--- src/pkg/enc_pkg.sv ---
// Functional notes
// - shift correctly at link rates above about 33 kHz up to 2 MHz
// - word is 14-bit angle plus 24-bit turns
// - preset input loads zero or factory value
// - preset position readable about 1 ms later
// - preset commit takes 200 ms afterwards
// - direction high makes counterclockwise count up
// - direction change reaches position within 1 ms
// - no valid position for 150 ms after power-up
// - burst inside monoflop resends same latched word
`default_nettype none
package enc_pkg;

  // ----------------------------------------------------------------
  // clock and word layout
  // ----------------------------------------------------------------
  localparam int CLK_HZ = 25_000_000;
  localparam int CYC_PER_US = CLK_HZ / 1_000_000;
  localparam int ANGLE_MAX = 14;
  localparam int TURNS_MAX = 24;
  localparam int LINK_MAX_KHZ = 2000;

  // ----------------------------------------------------------------
  // timing figures and their cycle counts
  // ----------------------------------------------------------------
  localparam int SET_DELAY_MS = 1;
  localparam int SET_DELAY_CYC = SET_DELAY_MS * 1000 * CYC_PER_US;
  localparam int COMMIT_MS = 200;
  localparam int COMMIT_CYC = COMMIT_MS * 1000 * CYC_PER_US;
  localparam int POWERUP_MS = 150;
  localparam int POWERUP_CYC = POWERUP_MS * 1000 * CYC_PER_US;
  localparam int MONOFLOP_US = 15;
  localparam int MONOFLOP_CYC = MONOFLOP_US * CYC_PER_US;
  // three sampling flops plus edge compare must fit in half a link period
  localparam int LINK_HALF_CYC = (CLK_HZ / 1000) / (2 * LINK_MAX_KHZ);

  // ----------------------------------------------------------------
  // carriers
  // ----------------------------------------------------------------
  typedef struct packed {
    logic [TURNS_MAX-1:0] revolution_count_part;
    logic [ANGLE_MAX-1:0] single_revolution_part;
  } position_s;

  typedef struct packed {
    logic link_clk;
    logic preset;
    logic direction;
  } pins_s;

  localparam pins_s PINS_IDLE = '{link_clk: 1'b1, preset: 1'b0, direction: 1'b0};

  typedef enum logic [2:0] {
    SSI_IDLE  = 3'b001,
    SSI_SHIFT = 3'b010,
    SSI_MONO  = 3'b100
  } ssi_state_e;

endpackage
`default_nettype wire

--- src/hw/pin_sampler.sv ---
`timescale 1ns/1ps
`default_nettype none
module pin_sampler #(
  parameter int WIDTH = 1,
  parameter logic [WIDTH-1:0] RESET_VAL = '0
) (
  input wire logic clk, // block clock
  input wire logic reset, // async, active high
  input wire logic [WIDTH-1:0] async_in, // pins from outside the domain
  output logic [WIDTH-1:0] level // accepted level
);

  logic [WIDTH-1:0] stage1;
  logic [WIDTH-1:0] stage2;
  logic [WIDTH-1:0] stage3;
  wire logic [WIDTH-1:0] agree = ~(stage2 ^ stage3);
  wire logic [WIDTH-1:0] next_level = (agree & stage3) | (~agree & level);

  // stage1 feeds only stage2; a bit is accepted once stage2 and stage3 match
  always_ff @(posedge clk or posedge reset) begin
    if (reset) begin
      stage1 <= RESET_VAL;
      stage2 <= RESET_VAL;
      stage3 <= RESET_VAL;
      level <= RESET_VAL;
    end else begin
      stage1 <= async_in;
      stage2 <= stage1;
      stage3 <= stage2;
      level <= next_level;
    end
  end

endmodule // pin_sampler
`default_nettype wire

--- src/hw/ssi_multiturn_position_encoder.sv ---
`timescale 1ns/1ps
`default_nettype none
module ssi_multiturn_position_encoder
  import enc_pkg::*;
#(
  parameter int ANGLE_BITS = ANGLE_MAX,
  parameter int TURNS_BITS = TURNS_MAX,
  parameter logic [ANGLE_MAX+TURNS_MAX-1:0] PRESET_VALUE = '0, // factory preset
  parameter bit DIR_INVERT = 1'b0, // factory count sense inversion
  parameter bit GRAY_CODE = 1'b0, // gray instead of binary on the link
  parameter int unsigned SET_DELAY = SET_DELAY_CYC,
  parameter int unsigned COMMIT_TIME = COMMIT_CYC,
  parameter int unsigned POWERUP_TIME = POWERUP_CYC
) (
  input wire logic clk, // 25 MHz block clock
  input wire logic reset, // async, active high
  input wire logic ssi_clk, // link clock from controller, idles high
  input wire logic preset_pin, // preset request, active high
  input wire logic direction_pin, // high: ccw counts up
  input wire position_s sensor_pos, // raw absolute shaft position
  output logic ssi_data, // serial position data
  output position_s position, // reported position
  output logic position_valid, // power-up delay over
  output logic commit_busy // preset commit in progress
);

  localparam int W = ANGLE_BITS + TURNS_BITS;

  // ----------------------------------------------------------------
  // elaboration checks
  // ----------------------------------------------------------------
  // both parts need at least one bit, since each is sliced from the sensor word
  if (ANGLE_BITS < 1 || ANGLE_BITS > ANGLE_MAX ||
      TURNS_BITS < 1 || TURNS_BITS > TURNS_MAX) begin : g_bad_width
    $error("word widths out of range");
  end
  if (LINK_HALF_CYC < 4) begin : g_bad_rate
    $error("block clock too slow for link rate");
  end
  if (SET_DELAY < 1 || COMMIT_TIME < 1 || POWERUP_TIME < 1) begin : g_bad_time
    $error("timing counts must be at least one");
  end

  function automatic logic [W-1:0] to_gray(input logic [W-1:0] bin);
    to_gray = bin ^ (bin >> 1);
  endfunction

  // ----------------------------------------------------------------
  // pin sampling
  // ----------------------------------------------------------------
  pins_s pins_raw;
  pins_s pins;
  assign pins_raw = '{link_clk: ssi_clk, preset: preset_pin, direction: direction_pin};

  pin_sampler #(
    .WIDTH($bits(pins_s)),
    .RESET_VAL(PINS_IDLE)
  ) u_pins (
    .clk(clk),
    .reset(reset),
    .async_in(pins_raw),
    .level(pins)
  );

  logic link_prev;
  wire logic link_fall = link_prev & ~pins.link_clk;
  wire logic link_rise = ~link_prev & pins.link_clk;
  wire logic link_edge = link_fall | link_rise;

  always_ff @(posedge clk or posedge reset) begin
    if (reset) begin
      link_prev <= 1'b1;
    end else begin
      link_prev <= pins.link_clk;
    end
  end

  // ----------------------------------------------------------------
  // power-up delay
  // ----------------------------------------------------------------
  logic [31:0] power_cnt;
  wire logic power_done = (power_cnt >= POWERUP_TIME);

  // data is held invalid until the counter runs out; reset restarts it
  always_ff @(posedge clk or posedge reset) begin
    if (reset) begin
      power_cnt <= '0;
      position_valid <= 1'b0;
    end else begin
      if (!power_done) power_cnt <= power_cnt + 32'h00000001;
      position_valid <= power_done;
    end
  end

  // ----------------------------------------------------------------
  // preset handling
  // ----------------------------------------------------------------
  logic [31:0] set_cnt;
  logic [31:0] commit_cnt;
  logic [W-1:0] ref_pos;
  logic [W-1:0] base_pos;
  wire logic [W-1:0] raw_pos = {sensor_pos.revolution_count_part[TURNS_BITS-1:0],
                                sensor_pos.single_revolution_part[ANGLE_BITS-1:0]};
  // fires once per press, after the input has stood high for the input delay
  wire logic set_fire = pins.preset && (set_cnt == SET_DELAY - 1);

  // a short press never reaches the delay and is dropped
  always_ff @(posedge clk or posedge reset) begin
    if (reset) begin
      set_cnt <= '0;
    end else if (!pins.preset) begin
      set_cnt <= '0;
    end else if (set_cnt < SET_DELAY) begin
      set_cnt <= set_cnt + 32'h00000001;
    end
  end

  // the position at the press becomes the new reference for the preset value
  always_ff @(posedge clk or posedge reset) begin
    if (reset) begin
      ref_pos <= '0;
      base_pos <= '0;
    end else if (set_fire) begin
      ref_pos <= raw_pos;
      base_pos <= PRESET_VALUE[W-1:0];
    end
  end

  // commit runs on its own; a new press during it restarts the commit
  always_ff @(posedge clk or posedge reset) begin
    if (reset) begin
      commit_cnt <= '0;
      commit_busy <= 1'b0;
    end else if (set_fire) begin
      commit_cnt <= COMMIT_TIME - 1;
      commit_busy <= 1'b1;
    end else if (commit_cnt != '0) begin
      commit_cnt <= commit_cnt - 32'h00000001;
    end else begin
      commit_busy <= 1'b0;
    end
  end

  // ----------------------------------------------------------------
  // direction and reported position
  // ----------------------------------------------------------------
  wire logic count_ccw = pins.direction ^ DIR_INVERT;
  wire logic [W-1:0] delta = count_ccw ? (ref_pos - raw_pos) : (raw_pos - ref_pos);
  wire logic [W-1:0] next_pos = base_pos + delta;
  wire logic [ANGLE_MAX+TURNS_MAX-1:0] next_wide = (ANGLE_MAX+TURNS_MAX)'(next_pos);

  // refreshed every cycle, so a direction change lands a few cycles after the pin
  always_ff @(posedge clk or posedge reset) begin
    if (reset) begin
      position <= '0;
    end else begin
      position.revolution_count_part <= '0;
      position.single_revolution_part <= '0;
      position.single_revolution_part[ANGLE_BITS-1:0] <= next_pos[ANGLE_BITS-1:0];
      position.revolution_count_part[TURNS_BITS-1:0] <= next_wide[W-1:ANGLE_BITS];
    end
  end

  // ----------------------------------------------------------------
  // serial readout
  // ----------------------------------------------------------------
  ssi_state_e state;
  ssi_state_e next_state;
  logic [W-1:0] latch_word;
  logic [W-1:0] shift_word;
  logic [5:0] bits_left;
  logic [31:0] mono_cnt;
  wire logic [W-1:0] pos_word = position_valid ? next_wide[W-1:0] : '0;
  wire logic [W-1:0] fresh_word = GRAY_CODE ? to_gray(pos_word) : pos_word;
  wire logic mono_out = (mono_cnt >= MONOFLOP_CYC);
  wire logic start_fresh = (state == SSI_IDLE) && link_fall;
  wire logic start_again = (state == SSI_MONO) && link_fall && !mono_out;
  wire logic shift_bit = (state == SSI_SHIFT) && link_rise && (bits_left != 6'h00);
  wire logic end_word = (state == SSI_SHIFT) && link_rise && (bits_left == 6'h00);
  wire logic time_out = (state != SSI_IDLE) && mono_out && !link_edge;

  // a quiet link also ends a burst cut short by the controller
  always_comb begin
    next_state = state;
    unique case (state)
      SSI_IDLE: if (start_fresh) next_state = SSI_SHIFT;
      SSI_SHIFT: begin
        if (time_out) next_state = SSI_IDLE;
        else if (end_word) next_state = SSI_MONO;
      end
      SSI_MONO: begin
        if (start_again) next_state = SSI_SHIFT;
        else if (time_out) next_state = SSI_IDLE;
      end
      default: next_state = SSI_IDLE;
    endcase
  end

  // monoflop restarts on every link edge
  always_ff @(posedge clk or posedge reset) begin
    if (reset) begin
      state <= SSI_IDLE;
      mono_cnt <= '0;
    end else begin
      state <= next_state;
      if (link_edge) mono_cnt <= '0;
      else if (!mono_out) mono_cnt <= mono_cnt + 32'h00000001;
    end
  end

  // word is latched on the first falling edge and shifted on rising edges
  always_ff @(posedge clk or posedge reset) begin
    if (reset) begin
      latch_word <= '0;
      shift_word <= '0;
      bits_left <= '0;
      ssi_data <= 1'b1;
    end else if (start_fresh) begin
      latch_word <= fresh_word;
      shift_word <= fresh_word;
      bits_left <= 6'(W);
    end else if (start_again) begin
      shift_word <= latch_word;
      bits_left <= 6'(W);
    end else if (shift_bit) begin
      ssi_data <= shift_word[W-1];
      shift_word <= shift_word << 1;
      bits_left <= bits_left - 6'h01;
    end else if (end_word) begin
      ssi_data <= 1'b0; // low through the monoflop time
    end else if (time_out) begin
      ssi_data <= 1'b1;
    end
  end

endmodule // ssi_multiturn_position_encoder
`default_nettype wire

--- config.mk ---
export PLATFORM = sky130hd
export DESIGN_NAME = ssi_multiturn_position_encoder
export DESIGN_NICKNAME = d
export VERILOG_FILES = /design/src/pkg/enc_pkg.sv /design/src/hw/pin_sampler.sv /design/src/hw/ssi_multiturn_position_encoder.sv
export SDC_FILE = /design/constraint.sdc
export NUM_CORES = 1
export LEC_CHECK = 0
export BUFFER_PORTS_ARGS = -buffer_cell sky130_fd_sc_hd__buf_2
export CORE_AREA = 4 4 242 244
export DETAILED_ROUTE_END_ITERATION = 10
export DIE_AREA = 0 0 246 248
export PLACE_DENSITY = 0.54
export SLEW_MARGIN = 30
export SYNTH_ARGS = -nofsm -noshare
export SYNTH_HDL_FRONTEND = slang
export SYNTH_SLANG_ARGS = --single-unit
export TNS_END_PERCENT = 10
--- constraint.sdc ---
create_clock -name clk -period 27.2 [get_ports clk]
set_clock_uncertainty 0.2 [all_clocks]
set_input_delay 5.44 -clock clk [delete_from_list [all_inputs] [get_ports clk]]
set_output_delay 5.44 -clock clk [all_outputs]
set_load 0.005 [all_outputs]
# Word-level counts from Yosys, hierarchy flattened
# Cells that the tools add are included.
[totals] ff_bits=305 inputBits=43 out_inout_bits=41 word_cells=97
[classes] addsub=7 magnitude_cmp=3 n_eq_ne=11 mux=25 n_bitwise=13 reduce_logical=19
[op_table] operator="$mux W32" n=6
[op_table] operator="$mux W38" n=5
[op_table] operator="$add A32 B1 Y32 const B" n=3
[op_table] operator="$sub A38 B38 Y38" n=2
[op_table] operator="$eq A32 B15 Y1 const B" n=1
[op_table] operator="$ge A32 B22 Y1 const B" n=1
[op_table] operator="$ge A32 B9 Y1 const B" n=1
[op_table] operator="$lt A32 B15 Y1 const B" n=1
[op_table] operator="$reduce_bool A32 Y1" n=1
[op_table] operator="$sub A32 B1 Y32 const B" n=1
[op_table] operator="$mux W6" n=3
[op_table] operator="$mux W3" n=5
[op_table] operator="$logic_and A1 B1 Y1" n=9
[op_table] operator="$pmux W3 S3" n=1
[op_table] operator="$ne A2 B2 Y1 const B" n=4
[op_table] operator="$and A3 B3 Y3" n=2
[op_table] operator="$logic_not A6 Y1" n=1
[op_table] operator="$ne A3 B3 Y1 const B" n=2
[op_table] operator="$not A3 Y3" n=2
[op_table] operator="$reduce_and A3 Y1" n=2
[op_table] operator="$reduce_bool A3 Y1" n=2
[op_table] operator="$reduce_bool A6 Y1" n=1
[op_table] operator="$sub A6 B1 Y6 const B" n=1
[op_table] operator="$mux W1" n=5
[op_table] operator="other kinds (11)" n=16

# Depth between registers and ports, before layout
# Gate-level depths: netlist (run 1).
[depth] depth_word=8 depth_mapped=12 depth_no_buf=12

# Hierarchy
# Synthesis (run 1) repeated with hierarchy kept, for this count alone.
[hier_totals] hier_cells=1802 hier_area_um2=16500.8
[by_module_without_submodules] module="ssi_multiturn_position_encoder" n_inst=1 cells_each=1786 area_each_um2=16158.0 seq_area_each_um2=7335.8
[by_module_without_submodules] module="pin_sampler" n_inst=1 cells_each=16 area_each_um2=342.8 seq_area_each_um2=305.3

# Least setup slack after synthesis (run 1)
# Ideal clock, no wire load.
[synth_path] path_kind="input to register" startpoint="in sensor_pos[6] (netlist bit)" endpoint="reg shift_word[23]" setup_time_ns=0.132 arrival_ns=7.721 setup_slack_ns=19.147 cell_stages=11 path_buffers=1 cell_sequence="inv_1 ha_1 clkbuf_1 a21o_1 a221o_1 and2_1 o31a_1 o32ai_1 nor4_1 a41oi_1 nand3_1"
[synth_via] elab_chain_len=4
[synth_rtl] element="start: declaration" line_no="ssi_multiturn_position_encoder.sv:20" rtl="input wire position_s sensor_pos,"
[synth_rtl] element="$sub A38 B38 Y38" line_no="ssi_multiturn_position_encoder.sv:148" rtl="wire logic [W-1:0] delta = count_ccw ? (ref_pos - raw_pos) : (raw_pos - ref_pos);"
[synth_rtl] element="$mux W38 *" line_no="ssi_multiturn_position_encoder.sv:148"
[synth_rtl] element="$mux W38 *" line_no="ssi_multiturn_position_encoder.sv:173" rtl="wire logic [W-1:0] pos_word = position_valid ? next_wide[W-1:0] : '0;"
[synth_rtl] element="$mux W38 *" line_no="ssi_multiturn_position_encoder.sv:218" rtl="end else if (start_fresh) begin"
[synth_rtl] element="end signal: assignment" line_no="ssi_multiturn_position_encoder.sv:220" rtl="shift_word <= fresh_word;"
[synth_rtl] element="end signal: assignment" line_no="ssi_multiturn_position_encoder.sv:223" rtl="shift_word <= latch_word;"
[synth_rtl] element="end signal: assignment" line_no="ssi_multiturn_position_encoder.sv:227" rtl="shift_word <= shift_word << 1;"
[synth_rtl] element="end: declaration" line_no="ssi_multiturn_position_encoder.sv:170" rtl="logic [W-1:0] shift_word;"
# Every way passes the cells marked *; elsewhere a longest branch is shown, timed or not.
# A chain may end at the register's enable or synchronous reset.

# Final worst setup path (run 1)
[layout_path] startpoint="in sensor_pos[1] (netlist bit)" endpoint="reg shift_word[27]"
[layout_via] elab_chain_len=4
[layout_rtl] element="$sub A38 B38 Y38" line_no="ssi_multiturn_position_encoder.sv:148"
[layout_rtl] element="$mux W38 *" line_no="ssi_multiturn_position_encoder.sv:148"
[layout_rtl] element="net delta[27]" line_no="ssi_multiturn_position_encoder.sv:148"
[layout_rtl] element="$mux W38 *" line_no="ssi_multiturn_position_encoder.sv:173"
[layout_rtl] element="$mux W38 *" line_no="ssi_multiturn_position_encoder.sv:218"
# The timed path passes the listed nets; every way through them passes the cells marked *.

==> qor.log, run 1 <==
qor: setup_path.critical_path_arrival 8.91 ns
qor: global_routing.overflow 0
qor: setup_path.critical_path.max_fanout 5
qor: setup_path.worstSetupPathType primary input to register
qor: die.core_area 0.05628 mm2
qor: setup_path.worst_r2r_endpoint shift_word[27]
qor: logic_synthesis.netlist_instances 1843
qor: logic_synthesis.async_flop_share 1.000
qor: clock_network.cts_max_level 2
qor: final_layout.final_cells 2667
qor: clock_network.cts_hold_buffers 0
qor: min_path.worst_hold_path_type register to register
qor: sta.finalSetupTns 0 ns
qor: sta.relSlewSlack 0.3957
qor: sta.setup_ws 18.53 ns
qor: logic_synthesis.mappedNetlistArea 0.01673 mm2
qor: sta.transition_at_the_pin_with_the_smallest_max_transition_slack 0.9065 ns
qor: setup_path.cp.required 27.44 ns
qor: pwr.p_leak 9.505 nW
qor: logic_synthesis.synthesis.nets 1971
qor: logic_synthesis.synth_area_per_cell 9.076 um2
qor: setup_path.worst_r2r_start ref_pos[1]
qor: die.die_height 248 um
qor: setup_path.start_kind primary input
qor: logic_synthesis.synth_edf_count 0
qor: die.floorplan.initialDensity 0.2972
qor: logic_synthesis.synth_sequential_area_ratio 0.4568
qor: sta.finalMaxSlewViolations 0
qor: final_layout.nNetsFinal 2009
qor: logic_synthesis.synth_warnings 0
qor: clock_network.tritoncts_clock_tree built
qor: setup_path.worstRegToRegCells 9
qor: placement.place_congestion 0.9204
qor: drt.drc_errors 0
qor: final_layout.core_util_final 0.3416
qor: final_layout.layout_cells_sized_above_1 0.1016
qor: drt.route.detailed.vias_per_inst 5.056
qor: die.io_pins 84
qor: global_routing.maximum_number_of_pins_on_one_net_before_global_route_repair 188
qor: global_routing.antenna_found_initial 6
qor: logic_synthesis.yosys_most_used_dff dfrtp_1
qor: sta.final_min_period_over_clock_period 0.3186
qor: outcome.run_status finished clean
qor: setup_path.worst_setup_path_startpoint sensor_pos[1]
qor: drt.dr.pass1.iters 5
qor: setup_path.timing.reg2reg.setup_slack 23.19 ns
qor: die.num_rows 87
qor: final_layout.ff_latch_area 0.007641 mm2
qor: placement.worst_case_setup_slack_after_placement 18.01 ns
qor: placement.dpl.hpwl 33700 um
qor: setup_path.setup.worst_path.end_class register
qor: global_routing.grt_pass1_vias 13420
qor: drt.wl 46690 um
qor: clock_network.clk_pin_slew 0.06 ns
qor: clock_network.post_cts_resize_count 0
qor: logic_synthesis.ys_seq_elements 305
qor: logic_synthesis.post_synth_num_cell_types 67
qor: drt.route.vias.total 13480
qor: global_routing.grt_util_all_layers 0.1532
qor: sta.rsz0062_at_grt no
qor: clock_network.clk_root_buffer_cell clkbuf_16
qor: final_layout.multiInputGateArea 0.008253 mm2
qor: setup_path.setup.worst_path.end shift_word[27]
qor: die.design.die.area 0.06101 mm2
qor: run.cap_viol_max_count 0
qor: final_layout.postLayoutCellArea 0.01922 mm2
qor: sta.final_period_minus_worst_setup_slack 8.667 ns
qor: pwr.finalPower 1.171 mW
qor: sta.hold_viol 0
qor: clock_network.cts.path.max_buffers 3
qor: final_layout.syn_to_final_growth 14.92%
qor: pwr.power_density 60.94 mW/mm2
qor: sta.max_freq 115.4 MHz
qor: sta.timing.final.setup_violations 0
qor: clock_network.clock_latency 0.56 ns
qor: final_layout.fillCellCount 5808
qor: die.floorplan.die.width 246 um
qor: global_routing.grt_pass1_wl 75030 um
qor: pwr.vdd_ir_drop_max 0.04739 mV
qor: placement.place_area 0.01786 mm2
qor: drt.wl_per_cell 17.51 um
qor: placement.placed_cells 2596
qor: drt.initialDrtViolationCount 916
qor: drt.antenna_left 0
qor: sta.fin_worst_hold_slack 0.1514 ns
qor: clock_network.cts_inserted_buffers 37
qor: clock_network.clock-sinks 305
qor: clock_network.post_cts_setup_buffer_count 0
qor: placement.io_buffer_count 83
layer usage:
| layer | routed length [um] | global-route usage | up-vias | part of all wire |
|---|---|---|---|---|
| met5 | 48 | 0 | - | 0.0010 |
| met2 | 21460 | 0.2494 | 322 | 0.46 |
| met1 | 21650 | 0.2089 | 6607 | 0.46 |
| li1 | - | - | 6469 | - |
| met4 | 1059 | 0.04505 | 8 | 0.023 |
| met3 | 2464 | 0.02809 | 78 | 0.053 |
registers in the layout, summed over array words and instances, names as in the netlist, named ones only:
name	count
bits_left	6
commit_busy	1
commit_cnt	32
latch_word	38
link_prev	1
mono_cnt	32
position	38
position_valid	1
power_cnt	32
ref_pos	38
set_cnt	32
shift_word	38
ssi_data	1
state	3
u_pins.stage1	3
u_pins.stage2	3
u_pins.stage3	3
power by group:
group / internal (mW) / leakage (nW) / switching [mW]
clock: 0.323 / 0.639 / 0.199
combinational: 0.0551 / 5.02 / 0.0939
sequential: 0.482 / 3.85 / 0.0176
cells by family after synthesis:
group / synth area share
buf+inv: 0.05139
simple gates: 0.1820
flops: 0.4568
fa+ha+maj: 0.06627
xor+xnor: 0.05236
mux: 0.01683
compound gates: 0.1744
cell usage after synthesis (20+ instances only):
cell / instances / share of area
a21o_1: 36 / 0.016
a21oi_1: 120 / 0.036
and2_1: 73 / 0.027
clkbuf_1: 94 / 0.021
dfrtp_1: 298 / 0.45
ha_1: 83 / 0.062
inv_1: 130 / 0.029
nand2_1: 229 / 0.051
nand3_1: 52 / 0.016
nand4_1: 27 / 0.010
nor2_1: 101 / 0.023
nor3_1: 29 / 0.0087
nor4_1: 24 / 0.0090
o211ai_1: 20 / 0.0090
o21ai_0: 147 / 0.044
xnor2_1: 64 / 0.034
xor2_1: 36 / 0.019
worst min-delay path by stage:
stage / startpoint / end / slack, ns / cells after the start
6_report: u_pins.stage1[1] / u_pins.stage2[1] / 0.15 / 0
5_1_grt: u_pins.stage1[1] / u_pins.stage2[1] / 0.16 / 0
4_1_cts: u_pins.stage1[1] / u_pins.stage2[1] / 0.15 / 0
3_5_place_dp: u_pins.stage1[1] / u_pins.stage2[1] / 0.14 / 0
3_3_place_gp: u_pins.stage1[1] / u_pins.stage2[1] / 0.13 / 0
2_1_floorplan: u_pins.stage1[0] / u_pins.stage2[0] / 0.13 / 0
critical path, cell delays in order:
cell	delay, ns
buf_2	0.12
inv_1	0.08
ha_1	0.30
nor2b_1	0.15
o21ai_0	0.58
a311oi_1	0.21
a211oi_1	0.61
mux2i_1	0.35
a221oi_1	0.42
xnor2_1	0.32
a22o_1	0.32
layout by cell type (no fill, tap or decap), drive strengths merged, types with 52 or more instances in the layout:
cell	n
a21oi	120
and2	73
buf	98
clkbuf	57
dfrtp	298
ha	83
inv	131
nand2	230
nand3	52
nor2	101
o21ai	147
xnor2	64
layout make-up:
class,instances,area share
Antenna cell,2,0.0002604
Clock inverter,10,0.009308
Timing Repair Buffer,98,0.03020
Inverter,130,0.02578
Clock buffer,57,0.05839
Sequential cell,305,0.3975
Tap cell,756,0.04921
Multi-Input combinational cell,1309,0.4293
Note: power is estimated with default switching activity, not from simulation.
==> run 2: changes to the inputs <==
- ABC_AREA: unset -> 1
- CORE_AREA: 4 4 242 244 -> 4 4 254 256
- DIE_AREA: 0 0 246 248 -> 0 0 258 260
- PLACE_DENSITY: 0.54 -> 0.55
- clock period: 27.2 -> 7.2 ns (I/O delays scaled with it)
==> run 2 against run 1 <==
Against the previous run: critical path depth is 2 lower; largest power group is now registers; critical path type is now register to register; design area is 9.5% higher; power grew to 4.0 times the previous value; worst setup slack worse by 15 ns; sequential share of layout area is 3.4 points lower.
==> qor.log, run 2 <==
qor: sta.final_min_period_over_clock_period 0.5506
qor: die.design.die.area 0.06708 mm2 [+10%]
qor: final_layout.layout.cells.most_common_list 769 x nand2_1, 424 x inv_1, 298 x dfrtp_1
qor: logic_synthesis.netlist_top_cells_area dfrtp_1 40%, nand2_1 16%, inv_1 8.6%
qor: drt.route.detailed.vias_per_inst 4.560 [-9.8%]
qor: pwr.power_density 223.8 mW/mm2 [+270%]
qor: global_routing.antenna_found_initial 1 [-5]
qor: global_routing.overflow 0 [unchanged]
qor: placement.place_congestion 0.9214 [+0.11%]
qor: sta.transition_at_the_pin_with_the_smallest_max_transition_slack 0.9182 ns [+0.01168 ns]
qor: drt.dr.pass1.iters 5 [unchanged]
qor: clock_network.clk_pin_slew 0.06 ns [about the same]
qor: logic_synthesis.post-synth-top-area-fraction 0.4021 [-0.04373]
qor: drt.wl 51430 um [+10%]
qor: clock_network.cts_hold_buffers 0 [unchanged]
qor: logic_synthesis.netlist_instances 2581 [+40%]
qor: final_layout.postLayoutCellArea 0.02104 mm2 [+9.5%]
qor: placement.place_area 0.01980 mm2 [+11%]
qor: final_layout.antenna_cells 0 [-2]
qor: drt.drc_errors 0 [unchanged]
qor: logic_synthesis.async_flop_share 1.000 [unchanged]
qor: die.io_pins 84 [unchanged]
qor: clock_network.clock-sinks 305 [unchanged]
qor: sta.finalMaxSlewViolations 0 [unchanged]
qor: logic_synthesis.ys_seq_elements 305 [unchanged]
qor: setup_path.worst_r2r_start link_prev
qor: logic_synthesis.synth_edf_count 0 [unchanged]
qor: min_path.startpoint_of_the_worst_hold_path u_pins.stage1[1]
qor: sta.final_period_minus_worst_setup_slack 3.964 ns
qor: sta.max_freq 252.3 MHz
qor: global_routing.maximum_number_of_pins_on_one_net_before_global_route_repair 134 [-29%]
qor: clock_network.clk_root_buffer_cell clkbuf_16
qor: placement.dpl.hpwl 38750 um [+15%]
qor: drt.initialDrtViolationCount 1250 [+36%]
qor: setup_path.timing.critical_path.slowest_stage_cell nand3_2
qor: outcome.run_status finished clean
qor: setup_path.cp.required 7.47 ns [-19.97 ns]
qor: logic_synthesis.synth_warnings 0 [unchanged]
qor: logic_synthesis.yosys_most_used_dff dfrtp_1
qor: setup_path.critical_path_arrival 4.24 ns [-4.67 ns]
qor: drt.wl_per_cell 14.61 um [-17%]
qor: logic_synthesis.synth_sequential_area_ratio 0.4120 [-0.04481]
qor: setup_path.cp_cell_sequence ha_1 -> inv_1 -> nor2_2 -> nand3_2 -> nand2_4 -> nor2_8 -> inv_4 -> nor2_1 -> a21oi_1
qor: logic_synthesis.synth_area_per_cell 7.186 um2 [-21%]
qor: sta.setup_ws 3.236 ns [-15.30 ns]
qor: final_layout.layout_commonest_cell nand2_1
qor: pwr.p_leak 11.50 nW [+21%]
qor: min_path.worst_hold_path_type register to register
qor: final_layout.final_cells 3521 [+32%]
qor: setup_path.worst_setup_path_startpoint link_prev
qor: sta.timing.final.setup_violations 0 [unchanged]
qor: setup_path.start_kind register
qor: logic_synthesis.post_synth_num_cell_types 56 [-16%]
qor: clock_network.clock_latency 0.55 ns [about the same]
qor: die.floorplan.initialDensity 0.2967 [-0.0005065]
qor: setup_path.critical_path.max_fanout 40 [+35]
qor: sta.relSlewSlack 0.3879 [-0.007784]
qor: setup_path.worstSetupPathType register to register
qor: pwr.vdd_ir_drop_max 0.1416 mV [+200%]
qor: drt.antenna_left 0 [unchanged]
qor: placement.placed_cells 3455 [+33%]
qor: setup_path.setup.worst_path.end_class register
qor: final_layout.nNetsFinal 2775 [+38%]
qor: logic_synthesis.synthesis.nets 2709 [+37%]
qor: logic_synthesis.synth.most_common_cell nand2_1
qor: die.die_height 260 um [+4.8%]
qor: clock_network.cts_inserted_buffers 36 [-2.7%]
qor: setup_path.timing.reg2reg.setup_slack 3.24 ns [-19.95 ns]
qor: drt.route.vias.total 16060 [+19%]
qor: clock_network.cts_max_level 2 [unchanged]
qor: logic_synthesis.mappedNetlistArea 0.01855 mm2 [+11%]
qor: clock_network.cts.path.max_buffers 3 [unchanged]
qor: clock_network.tritoncts_clock_tree built
qor: final_layout.syn_to_final_growth 13.46%
qor: die.num_rows 92 [+5.7%]
qor: global_routing.grt_pass1_wl 83370 um [+11%]
qor: placement.worst_case_setup_slack_after_placement 3.029 ns [-14.98 ns]
qor: global_routing.grt_util_all_layers 0.1534 [+0.0002844]
qor: final_layout.layout_cells_sized_above_1 0.09421 [-0.007418]
qor: die.core_area 0.06250 mm2 [+11%]
qor: pwr.finalPower 4.710 mW [+300%]
qor: sta.rsz0062_at_grt no
qor: run.cap_viol_max_count 0 [unchanged]
qor: sta.finalSetupTns 0 ns [unchanged]
qor: logic_synthesis.yosys.area.top_type dfrtp_1
qor: placement.io_buffer_count 83 [unchanged]
qor: clock_network.post_cts_setup_buffer_count 0 [unchanged]
qor: die.floorplan.die.width 258 um [+4.9%]
qor: logic_synthesis.ys_top_cells_by_count 770 x nand2_1, 425 x inv_1, 298 x dfrtp_1
qor: clock_network.post_cts_resize_count 0 [unchanged]
qor: sta.hold_viol 0 [unchanged]
qor: global_routing.grt_pass1_vias 15280 [+14%]
qor: setup_path.max_stage_delay 0.81 ns [+0.20 ns]
run 2: cell count changes in the layout (fill, tap and decap cells not counted), sizes merged, moves of 53 or more:
| cell | change |
|---|---|
| and2 | -65 |
| inv | +309 |
| nand2 | +564 |
| nand3 | +79 |
| nor2 | +161 |
| xnor2 | -53 |
run 2: worst paths after layout:
path                                    end  depth (start not counted)
max                          shift_word[22]                          9
min                        u_pins.stage2[1]                          0
max reg2reg                  shift_word[22]                          9
min reg2reg                u_pins.stage2[1]                          0
max in group asynchronous     power_cnt[18]                          3
min in group asynchronous        ref_pos[9]                          2
run 2: cell families after synthesis:
family                   Yosys count  share of synthesized area
AO/OA/AOI/OAI                    319                    0.09060
XOR/XNOR                          47                    0.02219
adder cells (fa/ha/maj)           88                    0.05977
buffers and inverters            502                     0.1057
flip-flops                       305                     0.4120
multiplexers                       3                   0.001619
AND/OR/NAND/NOR                 1317                     0.3081
run 2: report_power, final:
part / internal, mW / total (mW) / switching (mW)
Sequential: 1.90 / 2.00 / 0.104
Combinational: 0.263 / 0.812 / 0.549
Clock: 1.14 / 1.90 / 0.760
run 2: critical path: cells and delay by family (launching register included):
family,cells,cell delay [ns]
flip-flops,1,0.53
adder cells (fa/ha/maj),1,0.13
buffers and inverters,2,0.51
AO/OA/AOI/OAI,1,0.15
AND/OR/NAND/NOR,5,2.32
run 2: per-stage QoR:
stage,hold WS (ns),util
2_1_floorplan,0.1312,-
3_3_place_gp,0.1488,0.3168
3_5_place_dp,0.1413,0.3168
4_1_cts,0.1582,0.3367
5_1_grt,0.1678,0.3367
6_report,0.1550,0.3367
run 2: cell type report:
type                       instances  area, um2
clock buffer                      47       1002
clock inverter                    19      237.7
fill                            6786      41460
inverter                         440       1658
multi-input combinational       1774       8952
sequential                       305       7641
tap                              846       1059
timing repair buffer              90      493.0
run 2: per-layer routing:
| layer | track usage | routed length, um | vias to the layer above |
|---|---|---|---|
| li1 | - | - | 8164 |
| met1 | 0.2192 | 24780 | 7420 |
| met2 | 0.2350 | 22090 | 374 |
| met3 | 0.02181 | 2461 | 97 |
| met4 | 0.05968 | 2077 | 2 |
| met5 | 0 | 20 | - |
==> run 3: changes to the inputs <==
- PLACE_DENSITY: 0.55 -> 0.54
- clock period: 7.2 -> 4.1 ns (I/O delays scaled with it)
==> run 3 against run 2 <==
Against the previous run: die area did not move; hold slack got worse by 0.10 ns; clock power rose by 78%; via count fell by 0.15%; routed wire length rose by 1.9%; power rose by 77%; clock-buffer cell count rose by 1; critical path depth rose by 4; largest cell class unchanged; largest power group unchanged.
==> qor.log, run 3 (same netlist as run 2, synthesis figures left out) <==
qor: setup_path.timing.reg2reg.setup_slack 0.86 ns [-2.38 ns]
qor: setup_path.worstRegToRegCells 13 [+4]
qor: clock_network.cts_max_level 2 [unchanged]
qor: sta.timing.final.setup_violations 0 [unchanged]
qor: setup_path.setup.worst_path.end_class register
qor: placement.dpl.hpwl 39640 um [+2.3%]
qor: setup_path.critical_path.max_fanout 39 [-2.5%]
qor: sta.final_min_period_over_clock_period 0.7904 [+0.2399]
qor: drt.route.detailed.vias_per_inst 4.542 [-0.40%]
qor: die.design.die.area 0.06708 mm2 [unchanged]
qor: sta.rsz0062_at_grt no
qor: pwr.switching_share 0.3029 [+0.002812]
qor: drt.wl 52410 um [+1.9%]
qor: clock_network.clk_root_buffer_cell clkbuf_16
qor: clock_network.post_cts_resize_count 0 [unchanged]
qor: final_layout.nNetsFinal 2785 [+0.36%]
qor: outcome.run_status finished clean
qor: final_layout.layout.cells.most_common_list 769 x nand2_1, 424 x inv_1, 298 x dfrtp_1
qor: global_routing.grt_pass1_wl 84370 um [+1.2%]
qor: global_routing.antenna_found_initial 1 [unchanged]
qor: placement.place_congestion 0.9395 [+2.0%]
qor: setup_path.cp.required 4.39 ns [-3.08 ns]
qor: global_routing.maximum_number_of_pins_on_one_net_before_global_route_repair 112 [-16%]
qor: pwr.vdd_ir_drop_max 0.3507 mV [+150%]
qor: sta.relSlewSlack 0.5025 [+0.1146]
qor: sta.hold_viol 0 [unchanged]
qor: placement.io_buffer_count 83 [unchanged]
qor: drt.dr.pass1.iters 8 [+3]
qor: clock_network.cts.path.max_buffers 3 [unchanged]
qor: sta.transition_at_the_pin_with_the_smallest_max_transition_slack 0.7444 ns [-0.1738 ns]
qor: sta.setup_ws 0.8593 ns [-2.377 ns]
qor: global_routing.grt_util_all_layers 0.1558 [+0.002399]
qor: clock_network.clock_latency 0.56 ns [about the same]
qor: setup_path.start_kind register
qor: final_layout.fillCellCount 6794 [+0.12%]
qor: drt.initialDrtViolationCount 1190 [-4.8%]
qor: clock_network.clk_pin_slew 0.06 ns [about the same]
qor: min_path.worst_hold_path_type primary input to async pin
qor: setup_path.critical_path_arrival 3.53 ns [-0.71 ns]
qor: pwr.power_report.internal_total 5.820 mW [+77%]
qor: sta.final_period_minus_worst_setup_slack 3.241 ns [-0.7233 ns]
qor: placement.placed_cells 3464 [+0.26%]
qor: drt.wl_per_cell 14.85 um [+1.6%]
qor: setup_path.worst_r2r_endpoint shift_word[35]
qor: clock_network.clock-sinks 305 [unchanged]
qor: drt.route.vias.total 16030 [-0.15%]
qor: final_layout.core_util_final 0.3380 [+0.001321]
qor: pwr.seq_power_share 0.420 [-0.004]
qor: run.cap_viol_max_count 0 [unchanged]
qor: sta.finalMaxSlewViolations 0 [unchanged]
qor: setup_path.worst_r2r_start mono_cnt[1]
qor: die.die_height 260 um [unchanged]
qor: final_layout.layout_cells_sized_above_1 0.09613 [+0.001920]
qor: placement.worst_case_setup_slack_after_placement 0.5393 ns [-2.489 ns]
qor: setup_path.worstSetupPathType register to register
qor: die.core_area 0.06250 mm2 [unchanged]
qor: clock_network.tritoncts_clock_tree built
qor: global_routing.overflow 0 [unchanged]
qor: final_layout.final_cells 3530 [+0.26%]
qor: drt.antenna_left 0 [unchanged]
qor: final_layout.antenna_cells 0 [unchanged]
qor: sta.fin_worst_hold_slack 0.05321 ns [-0.1018 ns]
qor: die.io_pins 84 [unchanged]
qor: pwr.clock_power_share 0.407 [+0.004]
qor: clock_network.cts_hold_buffers 0 [unchanged]
qor: sta.max_freq 308.6 MHz [+22%]
qor: pwr.power_density 395.2 mW/mm2 [+77%]
qor: final_layout.syn_to_final_growth 13.90%
qor: global_routing.grt_pass1_vias 15620 [+2.3%]
qor: die.floorplan.die.width 258 um [unchanged]
qor: pwr.power_switching 2.528 mW [+79%]
qor: die.num_rows 92 [unchanged]
qor: clock_network.post_cts_setup_buffer_count 0 [unchanged]
qor: pwr.p_leak 11.56 nW [+0.48%]
qor: drt.drc_errors 0 [unchanged]
qor: die.floorplan.initialDensity 0.2967 [unchanged]
qor: sta.finalSetupTns 0 ns [unchanged]
qor: final_layout.layout_commonest_cell nand2_1
qor: clock_network.cts_inserted_buffers 37 [+2.8%]
qor: pwr.comb_power_share 0.173 [about the same]
==> run 3: cell count changes in the layout (fill, tap and decap cells not counted), sizes merged <==
cell	delta
clkinvlp	-2
buf	+9
clkinv	+1
clkbuf	+1
==> run 3: worst max path at each step <==
stage / cells past startpoint / end / slack (ns) / start
finish: 13 / shift_word[35] / 0.86 / mono_cnt[1]
global route: 13 / shift_word[19] / 0.54 / mono_cnt[1]
CTS: 13 / shift_word[35] / 0.82 / mono_cnt[1]
detailed placement: 13 / shift_word[12] / 0.54 / sensor_pos[0]
global placement: 13 / shift_word[12] / 0.55 / sensor_pos[0]
floorplan: 1 / async pin / -0.97 / reset
==> run 3: area by class of cell <==
| class | instances | area (um2) | share of cell area |
|---|---|---|---|
| Tap cell | 846 | 1059 | 0.05011 |
| Sequential cell | 305 | 7641 | 0.3617 |
| Multi-Input combinational cell | 1774 | 8947 | 0.4235 |
| Timing Repair Buffer | 99 | 560.5 | 0.02653 |
| Inverter | 440 | 1658 | 0.07848 |
| Clock inverter | 18 | 252.7 | 0.01196 |
| Clock buffer | 48 | 1007 | 0.04768 |
==> run 3: layer usage <==
layer	up-vias	GRT usage	share of wire	wire, um
met2	356	0.2439	0.43	22590
met1	7405	0.2177	0.48	25240
met4	2	0.05516	0.033	1736
li1	8182	-	-	-
met5	-	0	0.00036	19
met3	88	0.02668	0.054	2825
==> run 3: power by group through the flow <==
stage | combinational, mW | clock (mW) | sequential, mW
2_1_floorplan | 1.04 | 0 | 3.50
3_3_place_gp | 1.45 | 0 | 3.56
3_5_place_dp | 1.46 | 0 | 3.55
4_1_cts | 1.46 | 3.53 | 3.51
5_1_grt | 1.66 | 3.66 | 3.54
6_report | 1.45 | 3.39 | 3.51
==> run 3: stage by stage <==
step	power [mW]	cell area (um2)
global placement	5.009	19870
finish	8.348	21130
floorplan	4.542	18550
global route	8.850	21130
detailed placement	5.012	19870
CTS	8.502	21130
==> run 3: worst max-delay path, stage by stage (launching register included) <==
cell	delay (ns)
dfrtp_1	0.37
ha_1	0.18
nand2_1	0.07
inv_1	0.07
o21ai_1	0.06
nand2_1	0.07
nand3_2	0.36
nand3_2	0.19
buf_4	0.39
nand2_4	0.24
nor2_8	0.28
buf_4	0.39
a21oi_1	0.08
a21oi_1	0.17
